$ cat src/logic/spn_pkg.sv
// shared constants and types for the serial ports and indicator block
package spn_pkg;
  // core clock
  localparam int unsigned CLK_HZ = 125_000_000;
  // line rates in bits per second
  localparam int unsigned BAUD_CMD = 9600;
  localparam int unsigned BAUD_FW = 115200;
  localparam int unsigned BAUD_LOG = 921600;
  // bit periods in core cycles, rounded to nearest
  localparam int unsigned DIV_CMD = (CLK_HZ + BAUD_CMD / 2) / BAUD_CMD;
  localparam int unsigned DIV_FW = (CLK_HZ + BAUD_FW / 2) / BAUD_FW;
  localparam int unsigned DIV_LOG = (CLK_HZ + BAUD_LOG / 2) / BAUD_LOG;
  // call alert low time
  localparam int unsigned ALERT_MS = 120;
  localparam int unsigned ALERT_CYC = CLK_HZ / 1000 * ALERT_MS;
  // real-time clock tick, 32.768 kHz
  localparam int unsigned RTC_HZ = 32768;
  localparam int unsigned RTC_DIV = CLK_HZ / RTC_HZ;
  // widths and sizes
  localparam int unsigned CNT_W = 24;
  localparam int unsigned DATA_W = 8;
  localparam int unsigned ADC_W = 10;
  localparam int unsigned FIFO_DEPTH = 16;
  localparam logic LINE_IDLE = 1'b1;

  typedef enum logic [1:0] {
    SPN_IDLE = 2'b00,
    SPN_START = 2'b01,
    SPN_DATA = 2'b10,
    SPN_STOP = 2'b11
  } spn_phase_type;

  // one serial engine, transmit or receive
  typedef struct packed {
    spn_phase_type phase;
    logic [CNT_W-1:0] cnt;
    logic [2:0] idx;
    logic [DATA_W-1:0] shreg;
    logic line;
  } spn_ser_type;

  typedef struct packed {
    spn_ser_type mtx;
    spn_ser_type ltx;
    spn_ser_type mrx;
    logic rx_valid;
    logic [DATA_W-1:0] rx_data;
    logic rx_err;
    logic [CNT_W-1:0] alert_cnt;
    logic alert;
    logic lamp;
    logic [ADC_W-1:0] adc;
    logic radio_en;
    logic wake;
    logic [11:0] rtc_div;
    logic [31:0] rtc_count;
  } spn_state_type;

  localparam spn_ser_type SPN_SER_RST = '{
    phase: SPN_IDLE, cnt: '0, idx: '0, shreg: '0, line: LINE_IDLE};
  localparam spn_state_type SPN_STATE_RST = '{
    mtx: SPN_SER_RST, ltx: SPN_SER_RST, mrx: SPN_SER_RST,
    rx_valid: 1'b0, rx_data: '0, rx_err: 1'b0, alert_cnt: '0, alert: 1'b1,
    lamp: 1'b0, adc: '0, radio_en: 1'b0, wake: 1'b0, rtc_div: '0, rtc_count: '0};
endpackage

$ cat src/logic/spn_fifo.sv
// flip-flop fifo with valid and ready on both sides
`timescale 1ns/1ns
module spn_fifo
  import spn_pkg::*;
#(
  parameter int unsigned WIDTH = DATA_W,
  parameter int unsigned DEPTH = FIFO_DEPTH
)(
  input wire logic core_clk,
  input wire logic rst_b,
  input wire logic in_valid,
  output logic in_ready,
  input wire logic [WIDTH-1:0] in_data,
  output logic out_valid,
  input wire logic out_ready,
  output logic [WIDTH-1:0] out_data
);
  localparam int unsigned AW = $clog2(DEPTH);

  typedef struct packed {
    logic [DEPTH-1:0][WIDTH-1:0] mem;
    logic [AW-1:0] wr;
    logic [AW-1:0] rd;
    logic [AW:0] count;
  } spn_fifo_type;

  spn_fifo_type state_reg;
  spn_fifo_type state_next;
  logic push;
  logic pop;

  // handshakes
  assign in_ready = (state_reg.count != (AW+1)'(DEPTH));
  assign out_valid = (state_reg.count != '0);
  assign out_data = state_reg.mem[state_reg.rd];
  assign push = in_valid && in_ready;
  assign pop = out_valid && out_ready;

  // pointer and storage update
  always_comb
  begin
    state_next = state_reg;
    if (push)
    begin
      state_next.mem[state_reg.wr] = in_data;
      state_next.wr = (state_reg.wr == AW'(DEPTH - 1)) ? '0 : state_reg.wr + 1'b1;
    end
    if (pop)
    begin
      state_next.rd = (state_reg.rd == AW'(DEPTH - 1)) ? '0 : state_reg.rd + 1'b1;
    end
    case ({push, pop})
      2'b10: state_next.count = state_reg.count + 1'b1;
      2'b01: state_next.count = state_reg.count - 1'b1;
      default: state_next.count = state_reg.count;
    endcase
  end

  always_ff @(posedge core_clk or negedge rst_b)
  begin
    if (!rst_b)
      state_reg <= '0;
    else
      state_reg <= state_next;
  end

  a_fifo_bound: assert property (@(posedge core_clk) disable iff (!rst_b)
    state_reg.count <= (AW+1)'(DEPTH))
    else $error("fifo count beyond depth");
endmodule

$ cat src/logic/spn_top.sv
// main and log serial ports, call alert, network lamp and power-state glue
`timescale 1ns/1ns
module spn_top
  import spn_pkg::*;
#(
  parameter int unsigned DIV_CMD_P = DIV_CMD,
  parameter int unsigned DIV_FW_P = DIV_FW,
  parameter int unsigned DIV_LOG_P = DIV_LOG,
  parameter int unsigned ALERT_CYC_P = ALERT_CYC,
  parameter int unsigned RTC_DIV_P = RTC_DIV
)(
  input wire logic core_clk,
  input wire logic rst_b,
  input wire logic main_serial_in,
  output logic main_serial_out,
  input wire logic log_serial_in,
  output logic log_serial_out,
  input wire logic upgrade_mode,
  input wire logic tx_valid,
  output logic tx_ready,
  input wire logic [DATA_W-1:0] tx_data,
  output logic rx_valid,
  output logic [DATA_W-1:0] rx_data,
  output logic rx_frame_error,
  input wire logic log_valid,
  output logic log_ready,
  input wire logic [DATA_W-1:0] log_data,
  input wire logic sms_event,
  input wire logic report_event,
  output logic call_alert_out,
  input wire logic device_working,
  input wire logic net_attached,
  output logic network_lamp,
  input wire logic deep_sleep_state,
  input wire logic tau_expired,
  output logic wake_request,
  output logic radio_enable,
  input wire logic adc_strobe,
  input wire logic [ADC_W-1:0] adc_sample,
  output logic [ADC_W-1:0] adc_value,
  output logic [31:0] rtc_count
);
  localparam logic [CNT_W-1:0] DCMD = CNT_W'(DIV_CMD_P);
  localparam logic [CNT_W-1:0] DFW = CNT_W'(DIV_FW_P);
  localparam logic [CNT_W-1:0] DLOG = CNT_W'(DIV_LOG_P);
  localparam logic [CNT_W-1:0] DALERT = CNT_W'(ALERT_CYC_P);
  localparam logic [11:0] DRTC = 12'(RTC_DIV_P);

  spn_state_type state_reg;
  spn_state_type state_next;
  logic [CNT_W-1:0] main_div;
  logic fifo_valid;
  logic [DATA_W-1:0] fifo_data;
  logic main_go;

  // one transmit engine step; line is registered with the state
  function automatic spn_ser_type tx_step(spn_ser_type t, logic go,
                                          logic [DATA_W-1:0] d, logic [CNT_W-1:0] div);
    spn_ser_type n;
    n = t;
    case (t.phase)
      SPN_IDLE:
      begin
        n.line = LINE_IDLE;
        if (go)
        begin
          n.phase = SPN_START;
          n.shreg = d;
          n.cnt = div - 1'b1;
          n.line = 1'b0;
        end
      end
      SPN_START:
      begin
        n.cnt = t.cnt - 1'b1;
        if (t.cnt == '0)
        begin
          n.phase = SPN_DATA;
          n.idx = '0;
          n.cnt = div - 1'b1;
          n.line = t.shreg[0];
        end
      end
      SPN_DATA:
      begin
        n.cnt = t.cnt - 1'b1;
        if (t.cnt == '0)
        begin
          n.cnt = div - 1'b1;
          if (t.idx == 3'h7)
          begin
            n.phase = SPN_STOP;
            n.line = LINE_IDLE;
          end
          else
          begin
            n.idx = t.idx + 1'b1;
            n.shreg = {1'b0, t.shreg[DATA_W-1:1]};
            n.line = t.shreg[1];
          end
        end
      end
      SPN_STOP:
      begin
        n.cnt = t.cnt - 1'b1;
        if (t.cnt == '0)
        begin
          // park the counter at zero so an idle transmit engine never shows a wrapped count
          n.phase = SPN_IDLE;
          n.cnt = '0;
        end
      end
      default: n = SPN_SER_RST;
    endcase
    return n;
  endfunction

  // rate choice for the main port
  assign main_div = upgrade_mode ? DFW : DCMD;

  // outgoing main data waits in the fifo
  assign main_go = fifo_valid && (state_reg.mtx.phase == SPN_IDLE);
  spn_fifo #(.WIDTH(DATA_W), .DEPTH(FIFO_DEPTH)) u_tx_fifo (
    .core_clk(core_clk),
    .rst_b(rst_b),
    .in_valid(tx_valid),
    .in_ready(tx_ready),
    .in_data(tx_data),
    .out_valid(fifo_valid),
    .out_ready(state_reg.mtx.phase == SPN_IDLE),
    .out_data(fifo_data)
  );

  assign log_ready = (state_reg.ltx.phase == SPN_IDLE);

  // all next-state logic
  always_comb
  begin
    state_next = state_reg;
    state_next.rx_valid = 1'b0;
    state_next.rx_err = 1'b0;
    // main port is never gated by power state
    state_next.mtx = tx_step(state_reg.mtx, main_go, fifo_data, main_div);
    state_next.ltx = tx_step(state_reg.ltx, log_valid, log_data, DLOG);
    // main receive, sampled at mid-bit
    case (state_reg.mrx.phase)
      SPN_IDLE:
      begin
        if (!main_serial_in)
        begin
          state_next.mrx.phase = SPN_START;
          state_next.mrx.cnt = main_div >> 1;
        end
      end
      SPN_START:
      begin
        state_next.mrx.cnt = state_reg.mrx.cnt - 1'b1;
        if (state_reg.mrx.cnt == '0)
        begin
          state_next.mrx.phase = main_serial_in ? SPN_IDLE : SPN_DATA;
          state_next.mrx.cnt = main_div - 1'b1;
          state_next.mrx.idx = '0;
        end
      end
      SPN_DATA:
      begin
        state_next.mrx.cnt = state_reg.mrx.cnt - 1'b1;
        if (state_reg.mrx.cnt == '0)
        begin
          state_next.mrx.shreg = {main_serial_in, state_reg.mrx.shreg[DATA_W-1:1]};
          state_next.mrx.cnt = main_div - 1'b1;
          state_next.mrx.idx = state_reg.mrx.idx + 1'b1;
          if (state_reg.mrx.idx == 3'h7)
            state_next.mrx.phase = SPN_STOP;
        end
      end
      SPN_STOP:
      begin
        state_next.mrx.cnt = state_reg.mrx.cnt - 1'b1;
        if (state_reg.mrx.cnt == '0)
        begin
          state_next.mrx.phase = SPN_IDLE;
          state_next.rx_valid = main_serial_in;
          state_next.rx_err = !main_serial_in;
          if (main_serial_in)
            state_next.rx_data = state_reg.mrx.shreg;
        end
      end
      default: state_next.mrx = SPN_SER_RST;
    endcase
    // call alert: low for a fixed time, a new event restarts it
    if (sms_event || report_event)
    begin
      state_next.alert = 1'b0;
      state_next.alert_cnt = DALERT - 1'b1;
    end
    else if (state_reg.alert_cnt != '0)
      state_next.alert_cnt = state_reg.alert_cnt - 1'b1;
    else
      state_next.alert = 1'b1;
    // network lamp
    state_next.lamp = device_working && net_attached;
    // sample capture outside deep sleep only
    if (adc_strobe && !deep_sleep_state)
      state_next.adc = adc_sample;
    // radio off in deep sleep, slow clock always runs
    state_next.radio_en = !deep_sleep_state;
    if (state_reg.rtc_div == DRTC - 1'b1)
    begin
      state_next.rtc_div = '0;
      state_next.rtc_count = state_reg.rtc_count + 1'b1;
    end
    else
      state_next.rtc_div = state_reg.rtc_div + 1'b1;
    // wake on outgoing data or update timer
    state_next.wake = deep_sleep_state && (fifo_valid || log_valid || tau_expired);
  end

  always_ff @(posedge core_clk or negedge rst_b)
  begin
    if (!rst_b)
      state_reg <= SPN_STATE_RST;
    else
      state_reg <= state_next;
  end

  // outputs from flip-flops
  assign main_serial_out = state_reg.mtx.line;
  assign log_serial_out = state_reg.ltx.line;
  assign rx_valid = state_reg.rx_valid;
  assign rx_data = state_reg.rx_data;
  assign rx_frame_error = state_reg.rx_err;
  assign call_alert_out = state_reg.alert;
  assign network_lamp = state_reg.lamp;
  assign adc_value = state_reg.adc;
  assign radio_enable = state_reg.radio_en;
  assign wake_request = state_reg.wake;
  assign rtc_count = state_reg.rtc_count;

  a_main_start_bit: assert property (@(posedge core_clk) disable iff (!rst_b)
    main_go |=> !main_serial_out ##0 state_reg.mtx.shreg == $past(fifo_data))
    else $error("main start bit or byte not taken");
  a_main_rate_bound: assert property (@(posedge core_clk) disable iff (!rst_b)
    state_reg.mtx.cnt < (upgrade_mode ? DFW : DCMD) || $changed(upgrade_mode))
    else $error("main bit counter exceeds selected period");
  a_fw_rate_load: assert property (@(posedge core_clk) disable iff (!rst_b)
    main_go && upgrade_mode |=> state_reg.mtx.cnt == DFW - 1'b1)
    else $error("upgrade rate not loaded");
  a_sleep_port_runs: assert property (@(posedge core_clk) disable iff (!rst_b)
    deep_sleep_state && state_reg.mtx.phase == SPN_DATA && state_reg.mtx.cnt != '0
    |=> state_reg.mtx.cnt == $past(state_reg.mtx.cnt) - 1'b1)
    else $error("main port stalled in deep sleep");
  a_log_rate_load: assert property (@(posedge core_clk) disable iff (!rst_b)
    log_valid && log_ready |=> state_reg.ltx.cnt == DLOG - 1'b1 ##0 !log_serial_out)
    else $error("log rate not loaded");
  a_alert_fall: assert property (@(posedge core_clk) disable iff (!rst_b)
    sms_event |=> !call_alert_out ##1 !call_alert_out)
    else $error("alert did not go low on message");
  a_alert_length: assert property (@(posedge core_clk) disable iff (!rst_b)
    $rose(call_alert_out) |-> $past(state_reg.alert_cnt) == '0 && !$past(report_event))
    else $error("alert released early");
  a_lamp_off: assert property (@(posedge core_clk) disable iff (!rst_b)
    !device_working || !net_attached |=> !network_lamp)
    else $error("lamp lit while detached");
  a_lamp_on: assert property (@(posedge core_clk) disable iff (!rst_b)
    device_working && net_attached |=> network_lamp)
    else $error("lamp dark while attached");
  a_adc_hold: assert property (@(posedge core_clk) disable iff (!rst_b)
    deep_sleep_state |=> $stable(adc_value))
    else $error("sample taken in deep sleep");
  a_radio_sleep: assert property (@(posedge core_clk) disable iff (!rst_b)
    deep_sleep_state [*2] |-> !radio_enable)
    else $error("radio on in deep sleep");
  a_wake_tau: assert property (@(posedge core_clk) disable iff (!rst_b)
    deep_sleep_state && tau_expired |=> wake_request)
    else $error("no wake on timer expiry");
  a_rx_stop_bit: assert property (@(posedge core_clk) disable iff (!rst_b)
    rx_valid |-> $past(main_serial_in) && $past(state_reg.mrx.phase) == SPN_STOP)
    else $error("byte delivered without stop bit");
endmodule

$ cat config.mk
export PLATFORM = sky130hd
export DESIGN_NAME = spn_top
export DESIGN_NICKNAME = d
export VERILOG_FILES = /design/src/logic/spn_pkg.sv /design/src/logic/spn_fifo.sv /design/src/logic/spn_top.sv
export SDC_FILE = /design/constraint.sdc
export NUM_CORES = 1
export LEC_CHECK = 0
export BUFFER_PORTS_ARGS = -buffer_cell sky130_fd_sc_hd__buf_2
export CAP_MARGIN = 30
export CORE_ASPECT_RATIO = 1.4
export CORE_MARGIN = 3
export CORE_UTILIZATION = 44
export CTS_CLUSTER_DIAMETER = 80
export CTS_CLUSTER_SIZE = 24
export DETAILED_ROUTE_END_ITERATION = 7
export GPL_ROUTABILITY_DRIVEN = 0
export HOLD_SLACK_MARGIN = 0.02
export SLEW_MARGIN = 20
export SYNTH_ARGS = -nofsm -noshare
export SYNTH_HDL_FRONTEND = slang
export SYNTH_HIERARCHICAL = 1
export SYNTH_SLANG_ARGS = --single-unit
$ cat constraint.sdc
create_clock -name core_clk -period 5.2 [get_ports core_clk]
set_input_delay 0 -clock core_clk [delete_from_list [all_inputs] [get_ports core_clk]]
set_output_delay 0 -clock core_clk [all_outputs]
set_load 0.005 [all_outputs]
==> impl_metrics.ini <==
[run_status]
status = completed

[global_route]
grt_pass1_wl_um = 65500
grt_max_degree = 164
antenna_found_initial = 0
grt.overflow.total = 0
first_global_vias = 12717
grt_usage_pct = 18.0

[synth]
synth_top_family_by_area = multiplexers
synth_fa_ha_area_share_pct = 2.43
syn_area_sq_um = 18200
synthesis.nets = 1670
yosysWarningCount = 6
ys.flop_type = dfrtp_1
synth_edf_count = 0
synthMuxAreaShare_pct = 15.9
yosysSeqAreaShare_pct = 47.6
synthSimpleGateAreaFrac_pct = 15.3
synthCells = 1596
ys_seq_elements = 346
synth_xor_xnor_area_share_pct = 3.47
avgSynthCellArea_sq_um = 11.4
ys_types = 96
synth_compound_area_share_pct = 10.5
async_flop_share_pct = 100

[routing]
via_per_inst = 5.72
dr.pass1.iters = 4
avgRoutedWirePerCell_um = 17.9
drt_iter0_markers = 800
num_vias = 12546
routed_wl_um = 39300
drc = 0
ant_nets = 0

[critical_path]
worst_setup_path_start_kind = register
critPathBufInv = 0
r2r_cells = 6
r2r-end = state_reg[173]$_DFFE_PN0P_
critPathTopFamily = simple AND/OR/NAND/NOR gates
worstSetupPathType = reg -> reg
rr_startpoint = u_tx_fifo/state_reg[0]$_DFFE_PN0P_
crit_path_max_incr_delay_ps = 720
cpMaxStageDelayCell = nor2b_1
critPathArrivalTime_ps = 3790
worst-path-stages = 6
endpoint_kind = register
crit_chain = nor4_4, or2b_1, nor2b_1, nor3_1, a31oi_1, mux2_2
required_ps = 5620
r2r_slack_ps = 1830
path_max_fanout = 10

[timing]
final_max_slew_viol_count = 0
max_freq_mhz = 297
post-route-min-period_ps = 3370
tightest_slew_ps = 1030
finalHoldViolCount = 0
rsz0062_at_grt = no
max-slew-margin-rel_pct = 31.0
tns_ps = 0
finClkSkew_ps = 18.6
timing.final.crit_share_pct = 64.8
setup_viol = 0

[placement]
port_buffers = 98
dp_hpwl_um = 26600

[cts]
htree_levels = 1
cts-root-buf = clkbuf_16
cts_tree = yes
clk_latency_ps = 540
cts_resized = 0
clock_sinks = 346
cts-root-to-sink-buffers = 3
cts_made_buffers = 19
clk_pin_slew_worst_paths_ps = 90

[finish]
layout.nets = 1722
antenna_cells = 0
area_growth_pct = 8.69
fill_cells = 3662
drive_gt1_share_pct = 23.4
largest_reg_flops = 147

[die]
die_y_um = 247
initial_utilization_pct = 44.8
coreArea_sq_um = 40600
pin_count = 100
row_count = 87
die-width_um = 178
dieArea_sq_um = 43900

[min_path]
worstHoldStart = adc_strobe
min_path_cells = 3
whs_endpoint = adc_value[9]$_DFFE_PN0P_
min_path_type = in -> reg

[power_and_ir_drop]
p_per_area_nw_per_um2 = 480
p_total_w = 0.00949
ir_drop_mv = 0.360
p_leak_nw = 8.68

[flow_run]
maxCapViolations = 0
[through the flow]
stage / instance area, sq um / std cells / util (%) / hold slack, ps / setup WS, ps
finish: 19800 / 2192 / 48.7 / 124 / 1830
global route: 19800 / 2192 / 48.7 / 132 / 1580
CTS: 19700 / 2188 / 48.6 / 89.1 / 1810
detailed placement: 18800 / 2118 / 46.3 / 159 / 1810
global placement: 18800 / 2116 / 46.2 / 136 / 1830
floorplan: 18200 / 1596 / - / -296 / 2480
[repair_timing]
action,CTS,global route
setup buffers,0,0
hold endpoints to repair,303,0
hold buffers,39,0
[kinds of logic (layout without fill, tap and decap cells)]
logic type / after synthesis / after routing
simple gates: 485 / 485
flops: 346 / 346
compound gates: 264 / 264
mux: 231 / 231
buf+inv: 163 / 225
xor+xnor: 72 / 72
fa+ha+maj: 35 / 35
[worst reg2reg max path, cell delays in order (launching register included)]
cell and delay, ps:
dfrtp_1 480, nor4_4 430, or2b_1 420, nor2b_1 720, nor3_1 110, a31oi_1 700, mux2_2 420
[worst max-delay path by stage]
| stage | slack, ps | endpoint | from |
|---|---|---|---|
| 3_3_place_gp | 1830 | state_reg[173]$_DFFE_PN0P_ | u_tx_fifo/state_reg[0]$_DFFE_PN0P_ |
| 3_5_place_dp | 1810 | state_reg[175]$_DFFE_PN0P_ | u_tx_fifo/state_reg[0]$_DFFE_PN0P_ |
| 5_1_grt | 1580 | state_reg[173]$_DFFE_PN0P_ | u_tx_fifo/state_reg[0]$_DFFE_PN0P_ |
| 2_1_floorplan | 2480 | state_reg[169]$_DFFE_PN0P_ | u_tx_fifo/state_reg[0]$_DFFE_PN0P_ |
| 4_1_cts | 1810 | state_reg[175]$_DFFE_PN0P_ | u_tx_fifo/state_reg[0]$_DFFE_PN0P_ |
| 6_report | 1830 | state_reg[173]$_DFFE_PN0P_ | u_tx_fifo/state_reg[0]$_DFFE_PN0P_ |
[cell usage after synthesis (10+ instances only)]
library cell  instances  area share [%]
a21oi_1              30            0.83
a22o_1               21             1.0
a22oi_1              10            0.41
a31oi_1              24            0.83
and3_1               13            0.45
buf_2                12            0.33
buf_4                55             2.3
clkbuf_1             47            0.97
dfrtp_1             343              47
ha_1                 33             2.3
inv_1                39            0.80
mux2_1               15            0.93
mux2_2              143             8.9
mux2_4               18             1.5
mux2i_1              31             1.7
mux4_2               24             3.0
nand2_1              84             1.7
nand3_1              47             1.3
nand3_4              12             1.2
nand4_1              29             1.0
nor2_1              102             2.1
nor2b_1              19            0.65
nor3_1               50             1.4
nor4_1               26            0.89
o21ai_0              59             1.6
o31ai_1              16            0.66
or2_2                11            0.38
or3_1                22            0.76
or4_1                14            0.58
xnor2_1              39             1.9
xor2_1               33             1.6
[area by class of cell]
type,count,area [sq um],share of cell area (%)
timing repair buffer,155,1050,5.33
sequential,346,8660,43.8
clock buffer,27,526,2.66
tap,534,668,3.38
inverter,39,146,0.740
multi-input combinational,1087,8670,43.9
clock inverter,4,42.5,0.215
[layout by cell type, fill, tap and decap left out, types with 21 or more instances in the layout]
| cell | synthesis | routed |
|---|---|---|
| xnor2_1 | 39 | 39 |
| nand4_1 | 29 | 29 |
| nand2_1 | 84 | 84 |
| dlygate4sd3_1 | 0 | 39 |
| mux4_2 | 24 | 24 |
| nor4_1 | 26 | 26 |
| a31oi_1 | 24 | 24 |
| a22o_1 | 21 | 21 |
| xor2_1 | 33 | 33 |
| nor3_1 | 50 | 50 |
| nor2_1 | 102 | 102 |
| nand3_1 | 47 | 47 |
| mux2i_1 | 31 | 31 |
| ha_1 | 33 | 33 |
| or3_1 | 22 | 22 |
| buf_2 | 12 | 97 |
| inv_1 | 39 | 39 |
| mux2_2 | 143 | 143 |
| o21ai_0 | 59 | 59 |
| dfrtp_1 | 343 | 341 |
| a21oi_1 | 30 | 30 |
[layer usage]
metal | vias to the layer above | routed length, um | global-route usage, %
met3 | 55 | 1030 | 1.91
met4 | 0 | 945 | 5.32
met2 | 172 | 20700 | 32.9
met1 | 6387 | 16600 | 22.2
met5 | - | 0 | 0
li1 | 5932 | - | -
[power breakdown]
group          internal (W)  switching (W)
clock network      0.000728       0.000918
logic               0.00180        0.00192
registers           0.00345       0.000666
(Power assumes the default switching activity.)
